[config.mk]
export PLATFORM = sky130hd
export DESIGN_NAME = sbs_status_top
export DESIGN_NICKNAME = d
export VERILOG_FILES = /design/src/hw/sbs_pkg.sv /design/src/hw/sbs_event_if.sv /design/src/hw/sbs_pin_sync.sv /design/src/hw/sbs_ahb_slave.sv /design/src/hw/sbs_status_top.sv
export VERILOG_INCLUDE_DIRS = /design/src /design/src/hw
export SDC_FILE = /design/constraint.sdc
export NUM_CORES = 1
export LEC_CHECK = 0
export BUFFER_PORTS_ARGS = -buffer_cell sky130_fd_sc_hd__buf_2
export CAP_MARGIN = 20
export CORE_AREA = 2 2 81 83
export DETAILED_ROUTE_END_ITERATION = 7
export DIE_AREA = 0 0 83 85
export HOLD_SLACK_MARGIN = 0.15
export PLACE_DENSITY = 0.86
export SYNTH_ARGS = -nofsm -noshare
export SYNTH_HDL_FRONTEND = slang
export SYNTH_SLANG_ARGS = --single-unit
[constraint.sdc]
create_clock -name hclk -period 6.3 [get_ports hclk]
set_clock_uncertainty 0.15 [all_clocks]
set_input_delay 1.26 -clock hclk [delete_from_list [all_inputs] [get_ports hclk]]
set_output_delay 1.26 -clock hclk [all_outputs]
set_load 0.05 [all_outputs]
[src/hw/sbs_params.svh]
// Purpose: Offsets, field positions, reset values and timing counts for the status flag block.
// Assumes: Byte addresses on a 32-bit AHB-Lite bus, one register per aligned word.
// Notes:   Definitions only.
`ifndef SBS_PARAMS_SVH
`define SBS_PARAMS_SVH

`define SBS_OFS_STATUS         12'h28C
`define SBS_OFS_STATUS_SECOND  12'h44C
`define SBS_OFS_CONTROL        12'h288
`define SBS_OFS_OWN_ADDRESS    12'h294

`define SBS_BIT_BYTE_DONE      7
`define SBS_BIT_ADDRESSED      6
`define SBS_BIT_BUS_BUSY       5
`define SBS_BIT_ARB_LOST       4
`define SBS_BIT_TARGET_RW      2
`define SBS_BIT_IRQ_PENDING    1
`define SBS_BIT_RX_ACK         0

`define SBS_CTL_ENABLE         7
`define SBS_CTL_IRQ_ENABLE     6
`define SBS_CTL_CONTROLLER     5
`define SBS_CTL_TRANSMIT       4
`define SBS_CTL_TX_ACK         3
`define SBS_CTL_REPEAT_START   2

`define SBS_STATUS_RESET       8'h81
`define SBS_CONTROL_RESET      8'h00
`define SBS_BITS_PER_BYTE      4'h9

`endif

[src/hw/sbs_pkg.sv]
// Purpose: Types shared by the status flag block.
// Assumes: Nothing beyond the parameter header.
// Notes:   Types only.
package sbs_pkg;
   typedef enum logic [1:0] {
      SBS_LINK_IDLE,
      SBS_LINK_ADDRESS,
      SBS_LINK_DATA
   } sbs_link_phase_t;
endpackage : sbs_pkg

[src/hw/sbs_event_if.sv]
// Purpose: Bus events carried from the link sampler to the flag logic.
// Assumes: All signals on hclk; events are one-cycle pulses.
// Notes:   Produced by sbs_pin_sync, consumed by sbs_status_top.
`timescale 1ns/1ps
interface sbs_event_if;
   logic scl_rise;
   logic scl_fall;
   logic sda_level;
   logic scl_level;
   logic start_seen;
   logic stop_seen;
   modport source (output scl_rise, output scl_fall, output sda_level, output scl_level,
                   output start_seen, output stop_seen);
   modport sink   (input scl_rise, input scl_fall, input sda_level, input scl_level,
                   input start_seen, input stop_seen);
endinterface : sbs_event_if

[src/hw/sbs_pin_sync.sv]
// Purpose: Three-stage sampling of SCL and SDA with edge, START and STOP detection.
// Assumes: Pins are asynchronous to hclk; SCL far slower than hclk.
// Notes:   A change counts once stages one and two agree.
`timescale 1ns/1ps
module sbs_pin_sync (
   input  wire logic   hclk,
   input  wire logic   hresetn,
   input  wire logic   scl_in,
   input  wire logic   sda_in,
   sbs_event_if.source ev
);
   logic [2:0] scl_sync;
   logic [2:0] sda_sync;
   logic       scl_q;
   logic       sda_q;

   wire scl_agree = (scl_sync[1] == scl_sync[2]);
   wire sda_agree = (sda_sync[1] == sda_sync[2]);
   wire next_scl  = scl_agree ? scl_sync[2] : scl_q;
   wire next_sda  = sda_agree ? sda_sync[2] : sda_q;

   // Stage zero feeds only stage one
   always_ff @(posedge hclk or negedge hresetn) begin
      if (!hresetn) begin
         scl_sync <= 3'h7;
         sda_sync <= 3'h7;
         scl_q    <= 1'b1;
         sda_q    <= 1'b1;
      end else begin
         scl_sync <= {scl_sync[1:0], scl_in};
         sda_sync <= {sda_sync[1:0], sda_in};
         scl_q    <= next_scl;
         sda_q    <= next_sda;
      end
   end

   assign ev.scl_level  = scl_q;
   assign ev.sda_level  = sda_q;
   assign ev.scl_rise   = next_scl & ~scl_q;
   assign ev.scl_fall   = ~next_scl & scl_q;
   // SDA moving while SCL stays high
   assign ev.start_seen = scl_q & next_scl & sda_q & ~next_sda;
   assign ev.stop_seen  = scl_q & next_scl & ~sda_q & next_sda;
endmodule : sbs_pin_sync

[src/hw/sbs_ahb_slave.sv]
// Purpose: AHB-Lite slave front end producing register read and write strobes.
// Assumes: Single word transfers; zero wait states.
// Notes:   Write strobe is issued in the data phase with hwdata.
`timescale 1ns/1ps
module sbs_ahb_slave #(
   parameter int ADDR_W = 12
) (
   input  wire logic              hclk,
   input  wire logic              hresetn,
   input  wire logic              hsel,
   input  wire logic [31:0]       haddr,
   input  wire logic [1:0]        htrans,
   input  wire logic              hwrite,
   input  wire logic [2:0]        hsize,
   input  wire logic              hready,
   output logic                   wr_en,
   output logic                   rd_en,
   output logic [ADDR_W-1:0]      reg_addr
);
   logic              wr_pend;
   logic [ADDR_W-1:0] addr_q;

   wire accept = hsel & hready & htrans[1];

   always_ff @(posedge hclk or negedge hresetn) begin
      if (!hresetn) begin
         wr_pend <= 1'b0;
         addr_q  <= '0;
      end else if (hready) begin
         wr_pend <= accept & hwrite;
         if (accept)
            addr_q <= haddr[ADDR_W-1:0];
      end
   end

   // Held write address; reads decode haddr so back-to-back stays apart
   assign rd_en    = accept & ~hwrite;
   assign wr_en    = wr_pend;
   assign reg_addr = addr_q;
endmodule : sbs_ahb_slave

[src/hw/sbs_status_top.sv]
// Purpose: Status flag logic of a two-wire serial bus controller with AHB-Lite register access.
// Assumes: hclk 125 MHz; SCL/SDA pins asynchronous; datapath supplies driven levels and strobes.
// Notes:   Zero wait-state slave; unmapped addresses read zero and ignore writes.
// Notes on behaviour
// [RULE1] Status is read-only except interrupt-pending and arbitration-lost, software-clearable.
// [RULE2] Reset clears status bits except byte-done and received-ack, which reset high.
// [RULE3] Byte-done reads zero during a byte; set at falling edge of ninth clock.
// [RULE4] Own address match sets addressed-as-target; interrupt raised when enabled.
// [RULE5] Any control register write clears addressed-as-target.
// [RULE6] START sets bus-busy; STOP clears it; one means busy.
// [RULE7] SDA low while driving high as transmitting controller loses arbitration.
// [RULE8] SDA low during our high acknowledge as receiving controller loses arbitration.
// [RULE9] START attempted while bus busy loses arbitration.
// [RULE10] Repeated START requested in target mode loses arbitration.
// [RULE11] Unrequested STOP on the bus loses arbitration.
// [RULE12] Arbitration-lost and interrupt-pending clear only when software writes zero.
// [RULE13] While addressed, target read/write holds the calling address R/W bit.
// [RULE14] Software trusts target read/write only after completed transfer with address match.
// [RULE15] Interrupt-pending and interrupt enable together drive the interrupt request.
// [RULE16] Byte completion, own address match in receive, or lost arbitration set interrupt-pending.
// [RULE17] Received-ack captures SDA on ninth clock after eight transmitted bits.
// [RULE18] Lost arbitration clears controller-select without a STOP.
// [RULE19] Clearing interrupt enable blocks requests but keeps pending flag.
// [RULE20] Byte-done cleared by data read in receive or data write in transmit.
// [RULE21] Unused status bit reads zero; writes to it do nothing.
`timescale 1ns/1ps
`include "sbs_params.svh"
module sbs_status_top
   import sbs_pkg::*;
#(
   parameter int        ADDR_W = 12,
   parameter logic [6:0] OWN_ADDRESS_RESET = 7'h00
) (
   input  wire logic        hclk,
   input  wire logic        hresetn,
   input  wire logic        hsel,
   input  wire logic [31:0] haddr,
   input  wire logic [1:0]  htrans,
   input  wire logic        hwrite,
   input  wire logic [2:0]  hsize,
   input  wire logic [31:0] hwdata,
   output logic [31:0]      hrdata,
   output logic             hreadyout,
   output logic             hresp,
   input  wire logic        hready,
   input  wire logic        scl_in,
   input  wire logic        sda_in,
   input  wire logic        sda_drive_high,
   input  wire logic        data_read_strobe,
   input  wire logic        data_write_strobe,
   input  wire logic        start_request,
   output logic             control_write_strobe,
   output logic [7:0]       serial_bus_control,
   output logic             irq
);
   sbs_event_if ev ();

   logic              wr_en;
   logic              rd_en;
   logic [ADDR_W-1:0] reg_addr;

   sbs_pin_sync u_sync (
      .hclk    (hclk),
      .hresetn (hresetn),
      .scl_in  (scl_in),
      .sda_in  (sda_in),
      .ev      (ev)
   );

   sbs_ahb_slave #(.ADDR_W(ADDR_W)) u_ahb (
      .hclk     (hclk),
      .hresetn  (hresetn),
      .hsel     (hsel),
      .haddr    (haddr),
      .htrans   (htrans),
      .hwrite   (hwrite),
      .hsize    (hsize),
      .hready   (hready),
      .wr_en    (wr_en),
      .rd_en    (rd_en),
      .reg_addr (reg_addr)
   );

   // Flags and control state
   logic            byte_done_flag;
   logic            addressed_as_target_flag;
   logic            bus_busy_flag;
   logic            arbitration_lost_flag;
   logic            target_read_write_bit;
   logic            interrupt_pending_flag;
   logic            received_ack_bit;
   logic [7:0]      control;
   logic [6:0]      own_address;
   logic [3:0]      bit_count;
   logic [7:0]      shift;
   sbs_link_phase_t phase;
   logic            stop_requested;

   wire interrupt_enable_bit   = control[`SBS_CTL_IRQ_ENABLE];
   wire controller_select_bit  = control[`SBS_CTL_CONTROLLER];
   wire transmit_direction_bit = control[`SBS_CTL_TRANSMIT];
   wire tx_ack_high            = control[`SBS_CTL_TX_ACK];

   wire sel_status  = (reg_addr == ADDR_W'(`SBS_OFS_STATUS)) ||
                      (reg_addr == ADDR_W'(`SBS_OFS_STATUS_SECOND));
   wire sel_control = (reg_addr == ADDR_W'(`SBS_OFS_CONTROL));
   wire sel_own     = (reg_addr == ADDR_W'(`SBS_OFS_OWN_ADDRESS));
   wire wr_status   = wr_en & sel_status;
   wire wr_control  = wr_en & sel_control;
   wire wr_own      = wr_en & sel_own;
   // Read decode in the address phase; a read right behind a write
   // to the same register still returns the old value
   wire rd_status   = (haddr[ADDR_W-1:0] == ADDR_W'(`SBS_OFS_STATUS)) ||
                      (haddr[ADDR_W-1:0] == ADDR_W'(`SBS_OFS_STATUS_SECOND));
   wire rd_control  = (haddr[ADDR_W-1:0] == ADDR_W'(`SBS_OFS_CONTROL));
   wire rd_own      = (haddr[ADDR_W-1:0] == ADDR_W'(`SBS_OFS_OWN_ADDRESS));

   // Byte framing on the bus
   wire ninth_fall   = ev.scl_fall & (bit_count == `SBS_BITS_PER_BYTE);
   wire ack_rise     = ev.scl_rise & (bit_count == 4'h8);
   wire addr_done    = ninth_fall & (phase == SBS_LINK_ADDRESS);
   wire addr_match   = (shift[7:1] == own_address) & ~controller_select_bit;
   wire in_byte      = (phase != SBS_LINK_IDLE) & (bit_count != 4'h0);

   // Arbitration loss causes
   wire lost_tx      = controller_select_bit & ev.scl_rise & (bit_count < 4'h8) &
                       (transmit_direction_bit | phase == SBS_LINK_ADDRESS) &
                       sda_drive_high & ~ev.sda_level; // [RULE7]
   wire lost_ack     = controller_select_bit & ack_rise & ~transmit_direction_bit &
                       (phase == SBS_LINK_DATA) & tx_ack_high & ~ev.sda_level; // [RULE8]
   wire [7:0] next_ctl = wr_control ? hwdata[7:0] : control;
   wire lost_start   = start_request & bus_busy_flag & ~controller_select_bit; // [RULE9]
   wire lost_rsta    = wr_control & hwdata[`SBS_CTL_REPEAT_START] & ~controller_select_bit; // [RULE10]
   wire lost_stop    = ev.stop_seen & controller_select_bit & ~stop_requested; // [RULE11]
   wire lost_any     = lost_tx | lost_ack | lost_start | lost_rsta | lost_stop;

   wire set_irq      = (ninth_fall & (phase == SBS_LINK_DATA)) |
                       (addr_done & (addr_match | controller_select_bit)) | lost_any; // [RULE16]

   always_ff @(posedge hclk or negedge hresetn) begin
      if (!hresetn) begin
         bit_count      <= 4'h0;
         shift          <= 8'h00;
         phase          <= SBS_LINK_IDLE;
         stop_requested <= 1'b0;
      end else begin
         if (ev.start_seen) begin
            bit_count <= 4'h0;
            phase     <= SBS_LINK_ADDRESS;
         end else if (ev.stop_seen) begin
            bit_count <= 4'h0;
            phase     <= SBS_LINK_IDLE;
         end else if (ninth_fall) begin
            bit_count <= 4'h0;
            phase     <= (phase == SBS_LINK_IDLE) ? SBS_LINK_IDLE : SBS_LINK_DATA;
         end else if (ev.scl_rise & phase != SBS_LINK_IDLE) begin
            bit_count <= bit_count + 4'h1;
            if (bit_count < 4'h8)
               shift <= {shift[6:0], ev.sda_level};
         end
         // A controller-select fall from software is a requested STOP
         if (controller_select_bit & ~next_ctl[`SBS_CTL_CONTROLLER])
            stop_requested <= 1'b1;
         else if (ev.stop_seen | ev.start_seen)
            stop_requested <= 1'b0;
      end
   end

   always_ff @(posedge hclk or negedge hresetn) begin
      if (!hresetn) begin
         control     <= `SBS_CONTROL_RESET;
         own_address <= OWN_ADDRESS_RESET;
      end else begin
         if (lost_any)
            control <= {next_ctl[7:6], 1'b0, next_ctl[4:3], 3'h0}; // [RULE18]
         else if (wr_control)
            control <= {hwdata[7:3], 3'h0};
         if (wr_own)
            own_address <= hwdata[7:1];
      end
   end

   always_ff @(posedge hclk or negedge hresetn) begin
      if (!hresetn) begin
         byte_done_flag           <= 1'(`SBS_STATUS_RESET >> `SBS_BIT_BYTE_DONE); // [RULE2]
         received_ack_bit         <= 1'b1; // [RULE2]
         addressed_as_target_flag <= 1'b0;
         bus_busy_flag            <= 1'b0;
         arbitration_lost_flag    <= 1'b0;
         target_read_write_bit    <= 1'b0;
         interrupt_pending_flag   <= 1'b0;
      end else begin
         if (ninth_fall)
            byte_done_flag <= 1'b1; // [RULE3]
         else if (in_byte | (data_read_strobe & ~transmit_direction_bit) |
                  (data_write_strobe & transmit_direction_bit))
            byte_done_flag <= 1'b0; // [RULE3] [RULE20]

         if (addr_done & addr_match) begin
            addressed_as_target_flag <= 1'b1; // [RULE4]
            target_read_write_bit    <= shift[0]; // [RULE13]
         end else if (wr_control)
            addressed_as_target_flag <= 1'b0; // [RULE5]

         if (ev.start_seen)
            bus_busy_flag <= 1'b1; // [RULE6]
         else if (ev.stop_seen)
            bus_busy_flag <= 1'b0; // [RULE6]

         if (ack_rise & (transmit_direction_bit | phase == SBS_LINK_ADDRESS))
            received_ack_bit <= ev.sda_level; // [RULE17]

         // Set wins over a simultaneous software clear
         if (lost_any)
            arbitration_lost_flag <= 1'b1;
         else if (wr_status & ~hwdata[`SBS_BIT_ARB_LOST])
            arbitration_lost_flag <= 1'b0; // [RULE1] [RULE12]
         if (set_irq)
            interrupt_pending_flag <= 1'b1; // [RULE4]
         else if (wr_status & ~hwdata[`SBS_BIT_IRQ_PENDING])
            interrupt_pending_flag <= 1'b0; // [RULE1] [RULE12]
      end
   end

   wire [7:0] status_value = {byte_done_flag, addressed_as_target_flag, bus_busy_flag,
                              arbitration_lost_flag, 1'b0, target_read_write_bit,
                              interrupt_pending_flag, received_ack_bit}; // [RULE21]
   wire [7:0] read_value   = rd_status  ? status_value :
                             rd_control ? control :
                             rd_own     ? {own_address, 1'b0} : 8'h00;

   always_ff @(posedge hclk or negedge hresetn) begin
      if (!hresetn)
         hrdata <= 32'h0000_0000;
      else if (rd_en)
         hrdata <= {24'h00_0000, read_value};
   end

   assign hreadyout            = 1'b1;
   assign hresp                = 1'b0;
   assign control_write_strobe = wr_control;
   assign serial_bus_control   = control;
   // Enable gates only the request; the pending flag is untouched
   assign irq = interrupt_pending_flag & interrupt_enable_bit; // [RULE15] [RULE19]
endmodule : sbs_status_top

## After elaboration in Yosys (flattened, before gate mapping)

Index checks and enable logic that the tools add are counted.

| word-level totals | value |
|---|---|
| logic and storage cells | 153 |
| input port bits | 80 |
| output and inout bits | 44 |
| register bits after elaboration | 66 |

| cells by class | value |
|---|---|
| add/sub/neg operators | 1 |
| bitwise gates (word level) | 71 |
| reductions and logical operators | 16 |
| equality and inequality tests | 15 |
| $lt $le $gt $ge | 1 |
| multiplexer cells | 28 |

Operators with widths:

| kind | count |
|---|---|
| $eq 12x10->1 const B | 6 |
| $mux 8 | 6 |
| $and 1x1->1 | 46 |
| $eq 12x11->1 const B | 2 |
| $mux 4 | 4 |
| $reduce_bool 2->1 | 8 |
| $mux 1 | 14 |
| $not 1->1 | 14 |
| $or 1x1->1 | 11 |
| $eq 4x4->1 const B | 2 |
| $mux 2 | 4 |
| $reduce_bool 4->1 | 2 |
| $eq 7x7->1 | 1 |
| $reduce_and 5->1 | 1 |
| $add 4x1->4 const B | 1 |
| $lt 4x4->1 const B | 1 |
| $reduce_bool 3->1 | 1 |
| $eq 1x1->1 | 2 |
| $eq 2x1->1 const B | 1 |
| $eq 2x2->1 const B | 1 |
| $logic_not 2->1 | 1 |
| $logic_or 1x1->1 | 2 |
| $reduce_and 2->1 | 1 |

## Longest topological paths before layout

| logic depth | value |
|---|---|
| depth after elaboration | 15 |
| depth in mapped cells | 8 |
| gate-level depth less buffers | 7 |

## Cells and area by module

From an unflattened synthesis, not the netlist that was laid out.

| unflattened totals | value |
|---|---|
| cells, all modules | 269 |
| area total of the unflattened synthesis | 3,175.5 sq um |

By module, submodules not included:

| module | sequential area each (sq um) | times used | area each (sq um) | cells each |
|---|---|---|---|---|
| sbs_status_top | 1,053.5 | 1 | 2,363.5 | 221 |
| sbs_ahb_slave | 325.3 | 1 | 534.3 | 31 |
| sbs_pin_sync | 210.2 | 1 | 277.8 | 17 |

## Worst setup path after synthesis

OpenSTA, ideal clock, no wires.

| timing path | value |
|---|---|
| kind | reg-to-output |
| start | register u_ahb.addr_q[5], in the netlist u_ahb.reg_addr[5] |
| end | output control_write_strobe |
| buffers on the path | 0 |
| data arrival time | 1,755 ps |
| stages on the path, launching flop included | 3 |
| setup slack | 3,135 ps |
| data required time | 4,890 ps |
| path through | dfrtp_1 or4b_4 nor4_4 |

| on the way | value |
|---|---|
| cells in the longest elaborated chain, start to end | 2 |

Ends and longest elaborated chain:

| what | line | text |
|---|---|---|
| start, declared | sbs_ahb_slave.sv:21 | `logic [ADDR_W-1:0] addr_q;` |
| start signal, assigned | sbs_ahb_slave.sv:32 | `addr_q <= haddr[ADDR_W-1:0];` |
| $eq 12x10->1 | sbs_status_top.sv:106 | `` wire sel_control = (reg_addr == ADDR_W'(`SBS_OFS_CONTROL)); `` |
| $and 1x1->1 | sbs_status_top.sv:109 | `wire wr_control = wr_en & sel_control;` |
| end, declared | sbs_status_top.sv:52 | `output logic control_write_strobe,` |

No other way between the ends.

## Worst setup path in the final report

| timing path | value |
|---|---|
| start | register u_ahb.addr_q[6], in the netlist u_ahb.reg_addr[6] |
| end | output control_write_strobe |

The elaborated chain is that of the path after synthesis.

==> summary.txt <==
Place
  – Inst Count DP: 401
  – GPL Wtd Cong: 0.8468
  – Port Buf Inserts: 45
  – DP Wirelength: between 4000 and 5000 um
  – Setup slack at placement: about 3.0 ns

Floorplanning
  – Die X: between 80 and 90 um
  – Die area: 7055 sq um
  – Core ar.: 6205 sq um
  – Starting Density: 0.5106
  – Row cnt: 29
  – Die H: roughly 85 um
  – Io pins: 124

Power
  – Pwr dens: 276.3 nW/um^2
  – Peak supply drop: about 150 uV
  – Leakage: 0.001611 uW

Timing
  – Final Hold Fails: 0
  – Unrepaired setup endpoints after global routing: false
  – Final worst-path cycle share: 0.5789
  – Relative max-transition margin: 0.3891
  – Worst-margin pin slew: about 0.91 ns
  – Final worst-path setup slack: roughly 2.7 ns
  – Final TNS setup: 0 ns
  – Top achievable clock speed: 0.2742 GHz
  – Final setup vio count: 0
  – Min Clock Period, post-route: 3.647 ns
  – Final Max Slew Viols: 0

Clock tree
  – Root buffer cell: clkbuf_8
  – CTS HTree Levels: 3
  – Clock tree sinks: 63
  – Postcts setup bufs: 0
  – Clock buffer depth: 2
  – Post-CTS sizing: 0
  – Clock-pin slew on the worst setup and hold paths: 0.06 ns
  – CTS buffer count: 9
  – Hold-fix buffers, CTS: 0
  – Worst skew pair latency: 0.35 ns
  – CTS tree: yes

Route
  – Number of vias per cell: 5.428
  – Drt drc: 0
  – Routed Antenna Nets: 0
  – Post-detailed-route wirelength per cell: 15.23 um
  – Total iterations of the first detailed-routing run: 5
  – Vias: between 2000 and 2500
  – Overall routed net length: 6337 um
  – Iteration-0 DRC Markers: 111

Yosys
  – Synth warn: 0
  – Post-synth top flop: dfrtp_1
  – Flops & latches, synth: between 60 and 70
  – Post-Syn Area: ~3200 sq um
  – Commonest cells post-synth: dfrtp_1 (53), nand2_1 (32), buf_4 (29)
  – Library cells used by synthesis: 51
  – Post-synth top area share: 0.4186
  – Register area share after synthesis: 0.5016
  – Count leader, synth: dfrtp_1
  – Top cells by area, synth: dfrtp_1 (42%), mux2_2 (10%), dfstp_2 (8.3%)
  – Dominant cell type by area after synthesis: dfrtp_1
  – Synth Instances: 285
  – Asr flop ratio synth: 1.000
  – Post-synth EDFFs: 0
  – Avg Inst Size Synth: 11.12 sq um

GRT
  – All-layer global routing usage: 0.1895
  – GR Overflow Total: 0
  – Vias in the first global route: between 2000 and 2500
  – Largest net degree at the start of global routing: 64
  – First-pass GRT wire length: roughly 10000 um
  – Initial antenna violation count: 0

Final layout
  – Final nets: 418
  – Final cell count without fillers: around 420
  – ANT cells: 0
  – Fillers: 540
  – Area grow syn2layout: 12.32%
  – Share of layout cells above drive strength 1: 0.3186

Critical path
  – CP required: 4.89 ns
  – Crit path cell chain: or4bb_1 -> nor4_4 -> buf_2
  – CP max stage cell: or4bb_1
  – Critical path class: flip-flop to primary output
  – Worst EP arrival: 2.24 ns
  – Crit. End Element: primary output
  – CP max FO: 9
  – Element type at the critical path start: flip-flop
  – Slowest stage delay, CP: 0.65 ns

Job
  – Max Cap Viol: 0

Run status
  – Status: completed

Worst hold path
  – Tightest Hold Check Type: flip-flop to flip-flop
## report_power, final
group	switching, uW	internal (uW)
clock network	148	200
registers	31.0	442
logic	112	50.5
## cells in the final DEF, fill, tap and decap left out, types with 3 or more instances in the layout
cell type / n
a32oi_1: 3
dfrtp_1: 53
or4bb_1: 3
clkinv_2: 3
ha_1: 3
nand3_1: 8
xor2_1: 6
nand2_1: 32
clkbuf_8: 11
xnor2_1: 5
conb_1: 29
buf_2: 45
mux2_2: 28
dfstp_2: 10
o21ai_0: 13
nor2_1: 17
a21oi_1: 5
nor3_1: 3
a31oi_1: 5
inv_1: 7
nor3b_1: 3
a32o_1: 5
nand3b_1: 3
## per-stage QoR
stage               hold WS (ns)  area (sq um)    util  power (uW)
CTS                       0.2059          3558  0.5735       992.1
global placement          0.1956          3362  0.5418       634.8
floorplan                 0.1952          3269       -       608.6
global route              0.2112          3558  0.5735        1024
detailed placement        0.1972          3362  0.5418       642.3
finish                    0.2046          3558  0.5735       983.3
## registers in the layout (all words and copies together), names as in the netlist, 2 cells and up
signal              flops
hrdata                  8
u_sync.sda_sync         3
phase                   2
serial_bus_control      5
u_sync.scl_sync         3
own_address             7
u_ahb.reg_addr         12
bit_count               4
shift                   8
## critical path, delay by kind of cell (launching register included)
family	cells	cell delay [ns]
buffers and inverters	1	0.37
AND/OR/NAND/NOR	2	1.12
flip-flops	1	0.40
## routing by layer
| metal | GRT usage | vias to the layer above | routed length (um) |
|---|---|---|---|
| met3 | 0.06323 | 11 | 367 |
| met2 | 0.3321 | 76 | 3267 |
| met5 | 0 | - | 0 |
| li1 | - | 1059 | - |
| met1 | 0.2160 | 1112 | 2601 |
| met4 | 0.07154 | 0 | 101 |
## logic make-up (layout without fill, tap and decap cells)
| group | count (synthesis) | after routing | synth area share |
|---|---|---|---|
| multiplexers | 29 | 29 | 0.1027 |
| AND/OR/NAND/NOR | 94 | 94 | 0.1750 |
| adder cells (fa/ha/maj) | 4 | 4 | 0.01501 |
| XOR/XNOR | 11 | 11 | 0.03041 |
| buffers and inverters | 41 | 68 | 0.08294 |
| flip-flops | 63 | 63 | 0.5016 |
| other | 2 | 29 | 0.002371 |
| AO/OA/AOI/OAI | 41 | 41 | 0.09005 |
## worst paths after layout
| path | slack [ns] | startpoint | cells after the start | endpoint |
|---|---|---|---|---|
| setup / recovery | 2.65 | u_ahb.reg_addr[6] | 3 | control_write_strobe |
| hold / removal | 0.20 | u_sync.sda_sync[0] | 0 | u_sync.sda_sync[1] |
| setup reg to reg | 4.05 | u_ahb.reg_addr[5] | 5 | interrupt_pending_flag |
| hold reg to reg | 0.20 | u_sync.sda_sync[0] | 0 | u_sync.sda_sync[1] |
| max in group asynchronous | 4.57 | hresetn | 2 | shift[5] |
| min in group asynchronous | 0.92 | hresetn | 2 | bit_count[1] |
## final cells by class
cell class | instances | area, sq um | area share
tap | 77 | 96.34 | 0.02707
clock buffer | 11 | 151.4 | 0.04255
inverter | 7 | 26.28 | 0.007384
sequential | 63 | 1589 | 0.4466
clock inverter | 4 | 45.04 | 0.01266
multi-input combinational | 208 | 1418 | 0.3984
timing repair buffer | 46 | 232.7 | 0.06540
Power figures use the tool's default switching activity.
